--- config.mk ---
export PLATFORM = sky130hd
export DESIGN_NAME = rpsc_top
export DESIGN_NICKNAME = d
export VERILOG_FILES = /design/src/rpsc_pkg.sv /design/src/rpsc_sync.sv /design/src/rpsc_timer.sv /design/src/rpsc_top.sv
export SDC_FILE = /design/constraint.sdc
export NUM_CORES = 1
export LEC_CHECK = 0
export BUFFER_PORTS_ARGS = -buffer_cell sky130_fd_sc_hd__buf_2
export CAP_MARGIN = 0
export CORE_MARGIN = 2
export CORE_UTILIZATION = 31
export CTS_BUF_LIST = sky130_fd_sc_hd__clkbuf_8
export DETAILED_ROUTE_END_ITERATION = 16
export PLACE_DENSITY = 0.58
export SLEW_MARGIN = 20
export SYNTH_ARGS = -nofsm -noshare
export SYNTH_HDL_FRONTEND = slang
export SYNTH_HIERARCHICAL = 1
export SYNTH_SLANG_ARGS = --single-unit
export TNS_END_PERCENT = 10
--- constraint.sdc ---
create_clock -name ref_clk -period 7.35 [get_ports ref_clk]
set_input_delay 1.1025 -clock ref_clk [delete_from_list [all_inputs] [get_ports ref_clk]]
set_output_delay 1.1025 -clock ref_clk [all_outputs]
set_load 0.01 [all_outputs]
--- src/rpsc_pkg.sv ---
// Constants and types for the reset and power-saving controller
package rpsc_pkg;
    localparam int unsigned CLK_FREQ_HZ    = 125_000_000;
    localparam int unsigned XTAL_FREQ_HZ   = 12_000_000;
    // Reset recognition: 24 crystal clocks, converted to ref_clk cycles (least time, round up)
    localparam int unsigned RST_XTAL_CLKS  = 24;
    localparam int unsigned RST_FILT_CYC   = (RST_XTAL_CLKS * (CLK_FREQ_HZ / 1000) + (XTAL_FREQ_HZ / 1000) - 1)
                                             / (XTAL_FREQ_HZ / 1000);
    localparam int unsigned RST_HOLD_CYC   = 2048;
    // Oscillator restart after power-down, several milliseconds
    localparam int unsigned OSC_STAB_MS    = 5;
    localparam int unsigned OSC_STAB_CYC   = OSC_STAB_MS * (CLK_FREQ_HZ / 1000);
    localparam int unsigned CNT_W          = 24;
    localparam logic [15:0] RESET_PC       = 16'h0000;

    typedef enum {
        RPSC_RUN,
        RPSC_IDLE,
        RPSC_PDOWN,
        RPSC_OSC_WAIT
    } rpsc_state_t;
endpackage : rpsc_pkg

--- src/rpsc_sync.sv ---
// Three-stage input synchroniser with agreement filter
`timescale 1ns/100ps
`default_nettype none
module rpsc_sync (
    input  wire logic ref_clk,
    input  wire logic sys_rst,
    input  wire logic din,
    output logic      dout
);
    logic [2:0] sh_ff;
    logic [2:0] nxt_sh;
    logic       out_ff;
    logic       nxt_out;

    always_comb begin
        nxt_sh  = {sh_ff[1:0], din};
        // First stage feeds only the second; change counts when stages 2 and 3 agree
        nxt_out = (sh_ff[1] == sh_ff[2]) ? sh_ff[2] : out_ff;
    end

    always_ff @(posedge ref_clk) begin
        if (sys_rst) begin
            sh_ff  <= 3'h0;
            out_ff <= 1'b0;
        end else begin
            sh_ff  <= nxt_sh;
            out_ff <= nxt_out;
        end
    end
    assign dout = out_ff;
endmodule : rpsc_sync
`default_nettype wire

--- src/rpsc_timer.sv ---
// Loadable down-counter flagging expiry
`timescale 1ns/100ps
`default_nettype none
module rpsc_timer (
    input  wire logic                     ref_clk,
    input  wire logic                     sys_rst,
    input  wire logic                     load,
    input  wire logic [rpsc_pkg::CNT_W-1:0] value,
    output logic                          busy
);
    import rpsc_pkg::*;
    logic [CNT_W-1:0] cnt_ff;
    logic [CNT_W-1:0] nxt_cnt;

    always_comb begin
        nxt_cnt = cnt_ff;
        if (load) begin
            nxt_cnt = value;
        end else if (cnt_ff != '0) begin
            nxt_cnt = cnt_ff - 1'b1;
        end
    end

    always_ff @(posedge ref_clk) begin
        if (sys_rst) begin
            cnt_ff <= '0;
        end else begin
            cnt_ff <= nxt_cnt;
        end
    end
    assign busy = (cnt_ff != '0);
endmodule : rpsc_timer
`default_nettype wire

--- src/rpsc_top.sv ---
// Reset combiner, reset stretcher and power-saving clock gate control
`timescale 1ns/100ps
`default_nettype none
module rpsc_top #(
    parameter int unsigned OSC_STAB_CYCLES = rpsc_pkg::OSC_STAB_CYC
) (
    input  wire logic        ref_clk,
    input  wire logic        sys_rst,
    input  wire logic        reset_pin,
    input  wire logic        reset_pin_n,
    input  wire logic        standby_en,
    input  wire logic        idle_request_set,
    input  wire logic        powerdown_request_set,
    input  wire logic        irq_pending,
    input  wire logic        slow_analog_converter_irq,
    output logic             int_reset,
    output logic [15:0]      reset_pc,
    output logic             idle_request,
    output logic             powerdown_request,
    output logic             osc_enable,
    output logic             clk_en_cpu,
    output logic             clk_en_acq,
    output logic             clk_en_disp,
    output logic             clk_en_periph,
    output logic             cpu_freeze,
    output logic             display_mem_valid
);
    import rpsc_pkg::*;

    localparam logic [CNT_W-1:0] FILT_LOAD = CNT_W'(RST_FILT_CYC);
    // One short: the edge that raises the internal reset is already the first held cycle
    localparam logic [CNT_W-1:0] HOLD_LOAD = CNT_W'(RST_HOLD_CYC - 1);

    logic rst_hi_s;
    logic rst_lo_s;
    logic rst_any;

    rpsc_sync u_sync_hi (
        .ref_clk (ref_clk),
        .sys_rst (sys_rst),
        .din     (reset_pin),
        .dout    (rst_hi_s)
    );
    rpsc_sync u_sync_lo (
        .ref_clk (ref_clk),
        .sys_rst (sys_rst),
        .din     (~reset_pin_n),
        .dout    (rst_lo_s)
    );

    assign rst_any = rst_hi_s | rst_lo_s;

    // Filter counts only while the oscillator runs; in power-down the pin wakes the oscillator first
    logic             osc_run;
    logic [CNT_W-1:0] filt_ff;
    logic [CNT_W-1:0] nxt_filt;
    logic             det_ff;
    logic             nxt_det;
    logic             fire;

    always_comb begin
        nxt_filt = filt_ff;
        nxt_det  = det_ff;
        fire     = 1'b0;
        if (!rst_any || !osc_run) begin
            nxt_filt = '0;
            nxt_det  = 1'b0;
        end else if (!det_ff) begin
            if (filt_ff == FILT_LOAD - 1'b1) begin
                fire    = 1'b1;
                nxt_det = 1'b1;
            end else begin
                nxt_filt = filt_ff + 1'b1;
            end
        end
    end

    always_ff @(posedge ref_clk) begin
        if (sys_rst) begin
            filt_ff <= '0;
            det_ff  <= 1'b0;
        end else begin
            filt_ff <= nxt_filt;
            det_ff  <= nxt_det;
        end
    end

    // Internal reset stretch
    logic hold_busy;
    rpsc_timer u_hold (
        .ref_clk (ref_clk),
        .sys_rst (sys_rst),
        .load    (fire),
        .value   (HOLD_LOAD),
        .busy    (hold_busy)
    );

    logic ireset_ff;
    logic nxt_ireset;
    always_comb begin
        nxt_ireset = fire | (hold_busy & (ireset_ff | fire));
    end

    // Oscillator stabilisation timer for power-down exit
    logic             stab_load;
    logic             stab_busy;
    logic [CNT_W-1:0] stab_value;
    assign stab_value = CNT_W'(OSC_STAB_CYCLES);

    rpsc_timer u_stab (
        .ref_clk (ref_clk),
        .sys_rst (sys_rst),
        .load    (stab_load),
        .value   (stab_value),
        .busy    (stab_busy)
    );

    // Power mode state machine
    rpsc_state_t st_ff;
    rpsc_state_t nxt_st;
    logic        idle_req_ff;
    logic        nxt_idle_req;
    logic        pdown_req_ff;
    logic        nxt_pdown_req;
    logic        dmem_ff;
    logic        nxt_dmem;
    logic        wake;

    assign wake    = irq_pending | slow_analog_converter_irq;
    // A reset pin held in power-down only restarts the oscillator; it is counted once clocks run
    assign osc_run = (st_ff != RPSC_PDOWN) && (st_ff != RPSC_OSC_WAIT);

    always_comb begin
        nxt_st    = st_ff;
        nxt_idle_req  = idle_req_ff;
        nxt_pdown_req = pdown_req_ff;
        nxt_dmem  = dmem_ff;
        stab_load = 1'b0;
        if (fire || ireset_ff) begin
            // Hardware reset aborts any mode and restores display memory
            nxt_st   = RPSC_RUN;
            nxt_idle_req  = 1'b0;
            nxt_pdown_req = 1'b0;
            nxt_dmem = 1'b1;
        end else begin
            case (st_ff)
                RPSC_RUN: begin
                    if (powerdown_request_set) begin
                        nxt_pdown_req = 1'b1;
                        nxt_st        = RPSC_PDOWN;
                    end else if (idle_request_set) begin
                        nxt_idle_req = 1'b1;
                        nxt_st       = RPSC_IDLE;
                    end
                end
                RPSC_IDLE: begin
                    if (wake) begin
                        nxt_idle_req = 1'b0;
                        nxt_st  = RPSC_RUN;
                    end
                end
                RPSC_PDOWN: begin
                    nxt_dmem = 1'b0;
                    if (wake || rst_any) begin
                        nxt_pdown_req = 1'b0;
                        stab_load = 1'b1;
                        nxt_st    = RPSC_OSC_WAIT;
                    end
                end
                RPSC_OSC_WAIT: begin
                    if (!stab_busy && !stab_load) begin
                        nxt_st = RPSC_RUN;
                    end
                end
                default: begin
                    nxt_st = RPSC_RUN;
                end
            endcase
        end
    end

    always_ff @(posedge ref_clk) begin
        if (sys_rst) begin
            st_ff     <= RPSC_RUN;
            idle_req_ff  <= 1'b0;
            pdown_req_ff <= 1'b0;
            dmem_ff   <= 1'b1;
            ireset_ff <= 1'b0;
        end else begin
            st_ff     <= nxt_st;
            idle_req_ff  <= nxt_idle_req;
            pdown_req_ff <= nxt_pdown_req;
            dmem_ff   <= nxt_dmem;
            ireset_ff <= nxt_ireset;
        end
    end

    // Clock gate outputs, registered
    logic osc_ff;
    logic cpu_ff;
    logic acq_ff;
    logic disp_ff;
    logic per_ff;
    logic nxt_osc;
    logic nxt_cpu;
    logic nxt_av;
    logic nxt_per;

    always_comb begin
        nxt_osc = (nxt_st != RPSC_PDOWN);
        nxt_per = (nxt_st == RPSC_RUN) || (nxt_st == RPSC_IDLE);
        nxt_cpu = (nxt_st == RPSC_RUN);
        // Standby keeps acquisition and display off across any wake
        nxt_av  = (nxt_st == RPSC_RUN) && !standby_en;
    end

    always_ff @(posedge ref_clk) begin
        if (sys_rst) begin
            osc_ff  <= 1'b1;
            cpu_ff  <= 1'b1;
            acq_ff  <= 1'b1;
            disp_ff <= 1'b1;
            per_ff  <= 1'b1;
        end else begin
            osc_ff  <= nxt_osc;
            cpu_ff  <= nxt_cpu;
            acq_ff  <= nxt_av;
            disp_ff <= nxt_av;
            per_ff  <= nxt_per;
        end
    end

    assign int_reset         = ireset_ff;
    assign reset_pc          = RESET_PC;
    assign idle_request      = idle_req_ff;
    assign powerdown_request = pdown_req_ff;
    assign osc_enable        = osc_ff;
    assign clk_en_cpu        = cpu_ff;
    assign clk_en_acq        = acq_ff;
    assign clk_en_disp       = disp_ff;
    assign clk_en_periph     = per_ff;
    assign cpu_freeze        = ~cpu_ff;
    assign display_mem_valid = dmem_ff;

    // Each pin alone must advance the recognition count
    chk_rst_either: assert property (@(posedge ref_clk) disable iff (sys_rst)
        (rst_hi_s ^ rst_lo_s) && osc_run && !det_ff && (filt_ff != FILT_LOAD - 1'b1)
        |=> filt_ff == $past(filt_ff) + 1'b1)
        else $error("single reset pin not counted");
    chk_filt_len: assert property (@(posedge ref_clk) disable iff (sys_rst)
        fire |-> $past(rst_any, 3) && rst_any)
        else $error("reset recognised too early");
    chk_hold_len: assert property (@(posedge ref_clk) disable iff (sys_rst)
        $rose(ireset_ff) |-> ireset_ff [*8])
        else $error("internal reset too short");
    chk_idle_gate: assert property (@(posedge ref_clk) disable iff (sys_rst)
        (st_ff == RPSC_IDLE) |-> !cpu_ff && !acq_ff && !disp_ff && per_ff && osc_ff)
        else $error("wrong clock gating in idle");
    chk_idle_wake: assert property (@(posedge ref_clk) disable iff (sys_rst)
        (st_ff == RPSC_IDLE) && wake && !fire && !ireset_ff |=> !idle_req_ff ##1 cpu_ff)
        else $error("idle not left on interrupt");
    chk_pdown_osc: assert property (@(posedge ref_clk) disable iff (sys_rst)
        (st_ff == RPSC_PDOWN) |-> !osc_ff && !cpu_ff && !acq_ff && !disp_ff && !per_ff)
        else $error("clock running in power-down");
    chk_pdown_wait: assert property (@(posedge ref_clk) disable iff (sys_rst)
        (st_ff == RPSC_OSC_WAIT) |-> osc_ff && !per_ff && !cpu_ff && !acq_ff && !disp_ff)
        else $error("clocks released before stabilisation");
    chk_stby_av: assert property (@(posedge ref_clk) disable iff (sys_rst)
        standby_en && $past(standby_en) && !$past(sys_rst) |-> !acq_ff && !disp_ff)
        else $error("display clock running in standby");
    chk_rst_abort: assert property (@(posedge ref_clk) disable iff (sys_rst)
        ireset_ff |=> (st_ff == RPSC_RUN) && !idle_req_ff && !pdown_req_ff && dmem_ff)
        else $error("reset did not restore run mode");
    chk_pdown_dmem: assert property (@(posedge ref_clk) disable iff (sys_rst)
        (st_ff == RPSC_PDOWN) |=> !dmem_ff)
        else $error("display memory still valid after power-down");
    chk_stab_start: assert property (@(posedge ref_clk) disable iff (sys_rst)
        (st_ff == RPSC_PDOWN) && (wake || rst_any) |=> (st_ff == RPSC_OSC_WAIT) && stab_busy)
        else $error("power-down exit skipped stabilisation");
endmodule : rpsc_top
`default_nettype wire

==> run metrics, run 1 <==
fill cell count=1790; sequential area share after synthesis=0.4397; ratio of cells with drive above 1 in the final layout=0.1498; clk root buf=clkbuf_8; Setup CP Type=flip-flop to flip-flop; #FFs+latches synth=121; H-tree Lvls=4; DRC Markers=0; Worst-Skew Late Latency=0.45 ns; EDFF count, synth=0; unrepaired setup endpoints after global routing=false; starting density of the core=0.3174; run status=finished clean; GR Util All Layers=0.1268; Synth warnings=6; most numerous cell in the Yosys netlist=dfxtp_1; post-synth top area share=0.4397; Finished Core Util=0.3683; Hold Vio Cnt, Final=0; Final #Nets=703; CTS clk-pin slew, worst paths=0.08 ns; P_leak=2.351 nW; vias in the first global route=3832; worst-path fanout max=15; Pwr Density=344.4 nW/µm²; core area=17360 µm²; top cells by area, synth=dfxtp_1 (44%), xor2_1 (5.2%), nand2_1 (5.0%); Netlist cell types=63; critical path startpoint category=flip-flop; DR iter-0 viols=193; # rows=48; via count=4093; Avg Inst Size Synth=9.369 µm²; area delta synth->final=16.03%; DIE WIDTH=137.3 µm; Total Power=2.202 mW; asr flop ratio synth=0; VDD IR max=211.8 µV; cell taking the most area after synthesis=dfxtp_1; post-CTS setup buffers=0; crit share post-route=0.4177; max_slew headroom=0.3910; clk_skew=0.008450 ns; WHS=0.4435 ns; CTS-repair resized insts=0; WL/cell=11.67 µm; Synth Instances=588; IO Port Bufs=18; CTS Buf Count=17; min cycle time layout=3.070 ns; drt pass-1 iters=4; mapped cell area=5509 µm²; detailed placer's ending HPWL=7.461 mm; worst hold path class=flip-flop to flip-flop; CP required=7.70 ns; initial antenna violation count=0; Die Ht=137.3 µm; Post-CTS Hold Fix Bufs=0; GRT overflow=0; Worst Path Arrival=3.42 ns; Vias/cell=4.420; non-filler instance count after layout=926; Longest Clk Path Bufs=2; final setup fails=0; maxcap violations=0; final antenna-violating net count=0; n_diodes=0; clock sinks=121; setup_tns=0 ns; Main synth FF type=dfxtp_1; commonest cells in the netlist=dfxtp_1 (121), nand2_1 (74), nor2_1 (55); placed cell count=894; first-pass GRT wire length=18.46 mm; TritonCTS clock tree=yes; placer congestion estimate=0.7880; Slew Limit Fails=0; pin count of the biggest net entering global routing=43; WL final=10.80 mm; Worst-Margin Slew=0.9065 ns; crit end category=flip-flop; number of I/O pins=35; FMAX=0.3257 GHz; DIE AREA=18850 µm²
==> cell usage in the layout (no fill, tap or decap), types with 5 or more instances in the layout <==
cell	count
conb_1	94
or3_1	12
and3_1	5
clkbuf_8	17
nor4_1	16
o21ai_2	10
o22ai_2	10
nor3_1	23
nor4_2	7
ha_1	6
nand3_1	29
nand2_1	74
nor2_1	55
o21ai_1	6
xnor2_1	23
nor2b_1	7
clkinv_4	5
nand4_1	11
buf_2	18
inv_1	11
xor2_1	33
dfxtp_1	121
nand4b_1	6
a21oi_1	14
==> report_power, final <==
| part | leakage, nW | switching (mW) | internal, mW | total, mW |
|---|---|---|---|---|
| clock | 0.193 | 0.309 | 0.247 | 0.555 |
| combinational | 1.16 | 0.450 | 0.338 | 0.787 |
| sequential | 0.994 | 0.106 | 0.754 | 0.859 |
==> stage by stage <==
stage          worst slack [ns]  cell area [µm²]
4_1_cts                   4.252             6392
5_1_grt                   4.005             6392
6_report                  4.280             6392
3_3_place_gp              4.302             6025
3_5_place_dp              4.283             6025
2_1_floorplan             4.578             5854
==> area by class of cell <==
class	count	area (µm²)	share of cell area
clock buffers	17	234.0	0.03660
inverters	12	45.04	0.007046
repair buffers	20	105.1	0.01644
clock inverters	15	133.9	0.02094
multi-input cells	516	3171	0.4960
well taps	225	281.5	0.04404
flip-flops and latches	121	2422	0.3789
==> final timing paths <==
path | from | to | slack, ns | cells past startpoint
min | u_sync_lo/sh_ff[0] | u_sync_lo/sh_ff[1] | 0.44 | 1
min reg2reg | u_sync_lo/sh_ff[0] | u_sync_lo/sh_ff[1] | 0.44 | 1
max | filt_ff[19] | u_hold/cnt_ff[1] | 4.28 | 9
max reg2reg | filt_ff[19] | u_hold/cnt_ff[1] | 4.28 | 9
==> kinds of logic after synthesis <==
group	Yosys count	share of synthesized area
adder cells (fa/ha/maj)	6	0.01363
multiplexers	4	0.007268
AO/OA/AOI/OAI	72	0.1067
buffers and inverters	43	0.04860
other	2	0.001363
XOR/XNOR	56	0.08903
AND/OR/NAND/NOR	284	0.2937
flip-flops	121	0.4397
==> metal layers <==
metal  GRT usage  up-vias  share of wire
met2      0.1960       51           0.46
met4     0.06186        0          0.017
li1            -     2187              -
met3     0.03679       16          0.031
met1      0.1616     1839           0.49
met5           0        -              0
==> worst max-delay path, stage by stage (launching register included) <==
cell and delay [ns]:
dfxtp_1 0.36, nor4_2 0.31, and4_1 0.25, nand4_1 0.16, or4_1 0.69, inv_2 0.26
inv_1 0.15, nor2_1 0.60, nand2_1 0.11, o311ai_0 0.10
==> flip-flops by register name, summed over array words and instances (netlist names) <==
register	cells
clk_en_cpu	1
clk_en_disp	1
clk_en_periph	1
det_ff	1
display_mem_valid	1
filt_ff	24
idle_request	1
int_reset	1
osc_enable	1
powerdown_request	1
st_ff	32
u_hold/cnt_ff	24
u_stab/cnt_ff	24
u_sync_hi/dout	1
u_sync_hi/sh_ff	3
u_sync_lo/dout	1
u_sync_lo/sh_ff	3
No activity file was read; power rests on OpenSTA's default activity.
==> run 2, diff against run 1 <==
- ABC_AREA: not set -> 1
- clock period: 7.35 -> 2.9 ns (I/O delays scaled with it)
==> run 2 against run 1 <==
Against the previous run: clock power grew to 2.8 times the previous value; worst hold slack got worse by 0.24 ns; highest routed layer unchanged; largest cell class unchanged; core utilization down 1.1 points; critical path type unchanged; area after synthesis is 23% higher.
==> run metrics, run 2 <==
commonest cells after routing, fill and taps aside=nand2_1 (269), nor2_1 (135), inv_1 (122) (was dfxtp_1 (121), conb_1 (94), nand2_1 (74)); worst-path fanout max=24 (was 15); RR Startpoint=st_ff[1] (was filt_ff[19]); largest family of logic cells by synthesized area=simple AND/OR/NAND/NOR gates (unchanged); final antenna-violating net count=0 (unchanged); min cycle time layout=2.172 ns (was 3.070 ns); clk root buf=clkbuf_8 (unchanged); GRT overflow=0 (unchanged); commonest non-fill, non-tap cell in the layout=nand2_1 (was dfxtp_1); core area=21620 µm² (was 17360 µm²); crit share post-route=0.7490 (was 0.4177); CTS clk-pin slew, worst paths=0.09 ns (was 0.08 ns); placer congestion estimate=0.8542 (was 0.7880); max_slew headroom=0.5651 (was 0.3910); # rows=54 (was 48); fill cell count=2353 (was 1790); CP required=3.26 ns (was 7.70 ns); starting density of the core=0.3126 (was 0.3174); Pwr Density=949.8 nW/µm² (was 344.4 nW/µm²); post-synthesis simple-gate area fraction=0.3950 (was 0.2937); DRC Markers=0 (unchanged); HP Start=reset_pin (was u_sync_lo/sh_ff[0]); post-synth top area share=0.3584 (was 0.4397); WL final=14.39 mm (was 10.80 mm); ratio of cells with drive above 1 in the final layout=0.1387 (was 0.1498); via count=5866 (was 4093); EDFF count, synth=0 (unchanged); drt pass-1 iters=5 (was 4); top cells by area, synth=dfxtp_1 (36%), nand2_1 (15%), nor2_1 (7.5%) (was dfxtp_1 (44%), xor2_1 (5.2%), nand2_1 (5.0%)); IO Port Bufs=18 (unchanged); P_leak=3.390 nW (was 2.351 nW); DIE WIDTH=151.7 µm (was 137.3 µm); post-CTS setup buffers=0 (unchanged); Avg Inst Size Synth=6.752 µm² (was 9.369 µm²); number of I/O pins=35 (unchanged); VDD IR max=392.4 µV (was 211.8 µV); most numerous cell in the Yosys netlist=nand2_1 (was dfxtp_1); DR iter-0 viols=306 (was 193); critical path startpoint category=flip-flop (unchanged); FMAX=0.4604 GHz (was 0.3257 GHz); run status=finished clean (unchanged); n_diodes=0 (unchanged); GR Util All Layers=0.1362 (was 0.1268); worst hold path class=input port to flip-flop (was flip-flop to flip-flop); Die Ht=151.7 µm (was 137.3 µm); mapped cell area=6759 µm² (was 5509 µm²); DIE AREA=23000 µm² (was 18850 µm²); start point of the critical path=st_ff[1] (was filt_ff[19]); adder-cell share of the synthesized area=0.01111 (was 0.01363); detailed placer's ending HPWL=10.46 mm (was 7.461 mm); CTS Buf Count=17 (unchanged); TritonCTS clock tree=yes (unchanged); Main synth FF type=dfxtp_1 (unchanged); maxcap violations=0 (unchanged); Hold Vio Cnt, Final=0 (unchanged); crit end category=flip-flop (unchanged); Worst Path Arrival=2.54 ns (was 3.42 ns); Final #Nets=1112 (was 703); commonest cells in the netlist=nand2_1 (269), nor2_1 (135), inv_1 (122) (was dfxtp_1 (121), nand2_1 (74), nor2_1 (55)); Synth Area in Compound Gates=0.07849 (was 0.1067); clk_skew=0.01462 ns (was 0.008450 ns); Slew Limit Fails=0 (unchanged); Longest Clk Path Bufs=2 (unchanged); cell taking the most area after synthesis=dfxtp_1 (unchanged); H-tree Lvls=4 (unchanged); mux share of post-synthesis cell area=0 (was 0.007268); Worst-Skew Late Latency=0.45 ns (about the same); sequential area share after synthesis=0.3584 (was 0.4397); CP bufs+invs=2 (unchanged); Setup CP Type=flip-flop to flip-flop (unchanged); asr flop ratio synth=0 (unchanged); pin count of the biggest net entering global routing=59 (was 43); largest register by flop count=st_ff (unchanged); WL/cell=10.35 µm (was 11.67 µm); Largest delay share family, worst path=simple AND/OR/NAND/NOR gates (unchanged); area delta synth->final=14.14% (was 16.03%); Finished Core Util=0.3568 (was 0.3683); first-pass GRT wire length=25.29 mm (was 18.46 mm); initial antenna violation count=0 (unchanged); Critical Path Max Stage Delay=0.41 ns (was 0.69 ns); setup_tns=0 ns (unchanged); Netlist cell types=36 (was 63); Post-CTS Hold Fix Bufs=0 (unchanged); max reg flops=32 (unchanged); final setup fails=0 (unchanged); vias in the first global route=5453 (was 3832); Slowest-stage cell, CP=dfxtp_1 (was or4_1); clock sinks=121 (unchanged); Synth warnings=6 (unchanged); unrepaired setup endpoints after global routing=false (unchanged); Synth Instances=1001 (was 588); Worst R2R Setup Slack=0.73 ns (was 4.28 ns); Worst-Margin Slew=0.6523 ns (was 0.9065 ns); Vias/cell=4.220 (was 4.420); #FFs+latches synth=121 (unchanged); XOR/XNOR Fraction of Synth Area=0.04147 (was 0.08903); CTS-repair resized insts=0 (unchanged); CP Cell Sequence=nand2_1 -> nor2_1 -> nand2_1 -> nor2_2 -> nand2_2 -> nand3_2 -> nor2_2 -> nor2_4 -> inv_1 -> nor2_1 -> buf_4 -> a21oi_1 -> o21ai_0 -> o21ai_0 -> nor3_1 (was nor4_2 -> and4_1 -> nand4_1 -> or4_1 -> inv_2 -> inv_1 -> nor2_1 -> nand2_1 -> o311ai_0)
==> run 2: changes by cell type after synthesis, moves of 19 or more <==
cell	change
a21oi_1	+40
inv_1	+111
nand2_1	+195
nand2_2	+26
nand3_1	+24
nor2_1	+80
nor2_2	+24
xnor2_1	-19
==> run 2: routing by layer <==
metal | global-route usage | vias to the layer above | wire length [µm]
li1 | - | 3211 | -
met1 | 0.1851 | 2562 | 7535
met2 | 0.2149 | 80 | 6259
met3 | 0.02844 | 13 | 453
met4 | 0.04583 | 0 | 143
met5 | 0 | - | 0
==> run 2: kinds of logic after synthesis <==
kind of cell / Yosys count
AO/OA/AOI/OAI: 92
XOR/XNOR: 32
adder cells (fa/ha/maj): 6
buffers and inverters: 169
flip-flops: 121
other: 2
AND/OR/NAND/NOR: 579
==> run 2: cell type report <==
cell class,count,area (µm²),share of cell area
Sequential cell,121,2422,0.3140
Tap cell,280,350.3,0.04541
Inverter,131,496.7,0.06439
Clock inverter,14,161.4,0.02092
Timing Repair Buffer,23,127.6,0.01654
Multi-Input combinational cell,803,3909,0.5066
Clock buffer,18,247.7,0.03211
==> run 2: metrics by stage <==
stage / worst slack [ns] / std cells / hold WS, ns / total power, mW / cell area, µm²
final: 0.7279 / 1390 / 0.2018 / 7.328 / 7715
after global routing: 0.4132 / 1390 / 0.1790 / 8.042 / 7715
after CTS: 0.6699 / 1390 / 0.1680 / 7.387 / 7715
after detailed placement: 0.7048 / 1358 / 0.4000 / 5.775 / 7306
after global placement: 0.7254 / 1358 / 0.4041 / 5.753 / 7306
after floorplan: 0.8804 / 1093 / 0.3883 / 5.218 / 7104
==> run 2: worst min-delay path, stage by stage <==
cell	delay, ns
buf_2	0.09
inv_1	0.04
nor2_1	0.04
==> run 2: path summary, 6_finish.rpt <==
path,end,cells past startpoint
worst min register to register,u_sync_lo/sh_ff[1],2
worst min-delay path,u_sync_hi/sh_ff[0],3
worst max-delay path,u_stab/cnt_ff[4],15
worst max register to register,u_stab/cnt_ff[4],15
==> run 2: where the power goes <==
| group | total [mW] | internal, mW | switching, mW |
|---|---|---|---|
| clock network | 1.58 | 0.805 | 0.771 |
| registers | 2.27 | 1.96 | 0.304 |
| logic | 3.48 | 1.23 | 2.26 |
| total | 7.33 | 4.00 | 3.33 |
==> run 3, diff against run 2 <==
- ABC_AREA: 1 -> 0
- clock period: 2.9 -> 2.3 ns (I/O delays scaled with it)
==> run 3 against run 2 <==
Against the previous run: flip-flop and latch count is the same; die area down 18%; cell count is 28% lower; maximum frequency shrank 6.6%; highest routed layer unchanged; critical endpoint is now u_hold/cnt_ff[9]; non-clock buffer count grew 65; setup slack worse by 0.75 ns; the run now ends with setup timing left; clock-buffer cell count decreased by 1; worst hold slack lost 0.098 ns; first-iteration DRC count decreased by 41%; critical path type unchanged; critical path depth is 5 lower.
==> run metrics, run 3 (synthesized netlist as in run 1, its figures left out) <==
run status=finished, violations left (was finished clean); Worst R2R Setup Slack=-0.03 ns (was 0.73 ns); clk root buf=clkbuf_8 (unchanged); start point of the critical path=filt_ff[15] (was st_ff[1]); placed cell count=958 (was 1358); critical path startpoint category=flip-flop (unchanged); detailed placer's ending HPWL=8.358 mm (was 10.46 mm); Critical Path Sink=u_hold/cnt_ff[9] (was u_stab/cnt_ff[4]); VDD IR max=859.6 µV (was 392.4 µV); placer congestion estimate=0.7879 (was 0.8542); starting density of the core=0.3174 (was 0.3126); FMAX=0.4298 GHz (was 0.4604 GHz); H-tree Lvls=4 (unchanged); worst r2r path cells=10 (was 15); WL/cell=11.82 µm (was 10.35 µm); Critical Path Max Stage Delay=0.48 ns (was 0.41 ns); P_leak=2.746 nW (was 3.390 nW); fill cell count=1724 (was 2353); CP bufs+invs=2 (unchanged); met3 WL=400 µm (was 453 µm); IO Port Bufs=18 (unchanged); DIE WIDTH=137.3 µm (was 151.7 µm); clock sinks=121 (unchanged); commonest cells after routing, fill and taps aside=dfxtp_1 (116), conb_1 (94), nand2_1 (72) (was nand2_1 (269), nor2_1 (135), inv_1 (122)); CP required=2.64 ns (was 3.26 ns); met1 wire length=5.792 mm (was 7.535 mm); Hold Vio Cnt, Final=0 (unchanged); unrepaired setup endpoints after global routing=true (was false); Setup CP Type=flip-flop to flip-flop (unchanged); Largest delay share family, worst path=simple AND/OR/NAND/NOR gates (unchanged); Slew Limit Fails=0 (unchanged); HP Start=reset_pin (unchanged); violated checks=setup timing; RR Startpoint=filt_ff[15] (was st_ff[1]); GR Util All Layers=0.1335 (was 0.1362); met2 WL=5.411 mm (was 6.259 mm); Longest Clk Path Bufs=2 (unchanged); setup_tns=-0.02654 ns (was 0 ns); CTS Buf Count=17 (unchanged); Worst path depth=10 (was 15); ratio of cells with drive above 1 in the final layout=0.2523 (was 0.1387); maxcap violations=0 (unchanged); core area=17360 µm² (was 21620 µm²); GRT overflow=0 (unchanged); highest layer used for signal routing=met4 (unchanged); max reg flops=32 (unchanged); via count=4400 (was 5866); Vias/cell=4.427 (was 4.220); worst hold path class=input port to flip-flop (unchanged); DIE AREA=18850 µm² (was 23000 µm²); Worst-Skew Late Latency=0.45 ns (about the same); final worst setup slack=-0.02654 ns (was 0.7279 ns); final setup fails=1 (was 0); Pwr Density=1051 nW/µm² (was 949.8 nW/µm²); # rows=48 (was 54); initial antenna violation count=0 (unchanged); FF-to-FF End=u_hold/cnt_ff[9] (was u_stab/cnt_ff[4]); crit share post-route=1.012 (was 0.7490); Die Ht=137.3 µm (was 151.7 µm); DR iter-0 viols=181 (was 306); non-filler instance count after layout=994 (was 1390); n_diodes=0 (unchanged); Total Power=7.449 mW (was 7.328 mW); CTS clk-pin slew, worst paths=0.09 ns (about the same); Worst-Margin Slew=0.6058 ns (was 0.6523 ns); clk_skew=0.01207 ns (was 0.01462 ns); Final #Nets=771 (was 1112); number of I/O pins=35 (unchanged); DRC Markers=0 (unchanged); pin count of the biggest net entering global routing=26 (was 59); min cycle time layout=2.327 ns (was 2.172 ns); worst-path fanout max=6 (was 24); area delta synth->final=28.64% (was 14.14%); Worst Path Arrival=2.66 ns (was 2.54 ns); TritonCTS clock tree=yes (unchanged); crit end category=flip-flop (unchanged); WL final=11.75 mm (was 14.39 mm); vias in the first global route=4210 (was 5453); drt pass-1 iters=4 (was 5); Slowest-stage cell, CP=or4_4 (was dfxtp_1); largest register by flop count=st_ff (unchanged); max_slew headroom=0.5930 (was 0.5651); Post-CTS Hold Fix Bufs=0 (unchanged); CP Cell Sequence=nor4b_2 -> and4_1 -> nand4_1 -> or4_4 -> inv_4 -> inv_2 -> and3_4 -> a21oi_1 -> nor2_1 -> a311o_1 (was nand2_1 -> nor2_1 -> nand2_1 -> nor2_2 -> nand2_2 -> nand3_2 -> nor2_2 -> nor2_4 -> inv_1 -> nor2_1 -> buf_4 -> a21oi_1 -> o21ai_0 -> o21ai_0 -> nor3_1); first-pass GRT wire length=19.96 mm (was 25.29 mm); final antenna-violating net count=0 (unchanged); commonest non-fill, non-tap cell in the layout=dfxtp_1 (was nand2_1)
[run 3: changes by cell type in the layout (fill, tap and decap cells not counted), sizes merged, moves of 10 or more]
cell / previous run / this run
inv: 135 / 25
nor2: 175 / 55
or3: 0 / 12
nor4: 2 / 25
o22ai: 0 / 10
nor3: 17 / 29
buf: 23 / 88
nand3: 57 / 31
a21oi: 68 / 15
xnor2: 4 / 23
nand4: 26 / 11
nand2: 297 / 76
[run 3: how the worst min path moves through the flow]
stage / slack (ns) / cells past startpoint / to
after global placement: 0.45 / 1 / display_mem_valid
final: 0.10 / 2 / u_sync_hi/sh_ff[0]
after CTS: 0.07 / 2 / u_sync_hi/sh_ff[0]
after detailed placement: 0.45 / 1 / display_mem_valid
after floorplan: 0.41 / 1 / int_reset
after global routing: 0.11 / 2 / u_sync_hi/sh_ff[0]
[run 3: metrics by stage]
step	setup slack (ns)	hold WS, ns	utilization	cell area [µm²]
finish	-0.02654	0.1036	0.4083	7087
global route	-0.1800	0.1107	0.4083	7087
CTS	-0.01664	0.07457	0.4003	6948
detailed placement	-0.04657	0.4491	0.3765	6535
global placement	-0.02413	0.4481	0.3765	6535
floorplan	-0.005165	0.4074	-	5879
[run 3: layout make-up]
class                      instances  area [µm²]  share of cell area
clock buffer                      17       234.0             0.03302
sequential                       121        2429              0.3427
tap                              225       281.5             0.03972
clock inverter                    15       168.9             0.02383
timing repair buffer              88       628.1             0.08863
inverter                          12       47.55            0.006709
multi-input combinational        516        3298              0.4654
[run 3: what timing repair did]
item	CTS	global route
setup endpoints to repair	2	26
pin swaps	1	16
resized for setup	3	22
setup buffers	0	4
[run 3: metal layers]
layer,up-vias,track usage
met5,-,0
met4,0,0.04926
met3,8,0.03385
met2,60,0.2125
met1,2003,0.1742
li1,2329,-
[run 3: power breakdown]
| group | switching (mW) | internal [mW] | leakage, nW | total, mW |
|---|---|---|---|---|
| clock network | 1.04 | 0.923 | 0.206 | 1.96 |
| registers | 0.309 | 2.41 | 0.995 | 2.72 |
| logic | 1.51 | 1.26 | 1.54 | 2.77 |
| total | 2.86 | 4.59 | 2.75 | 7.45 |
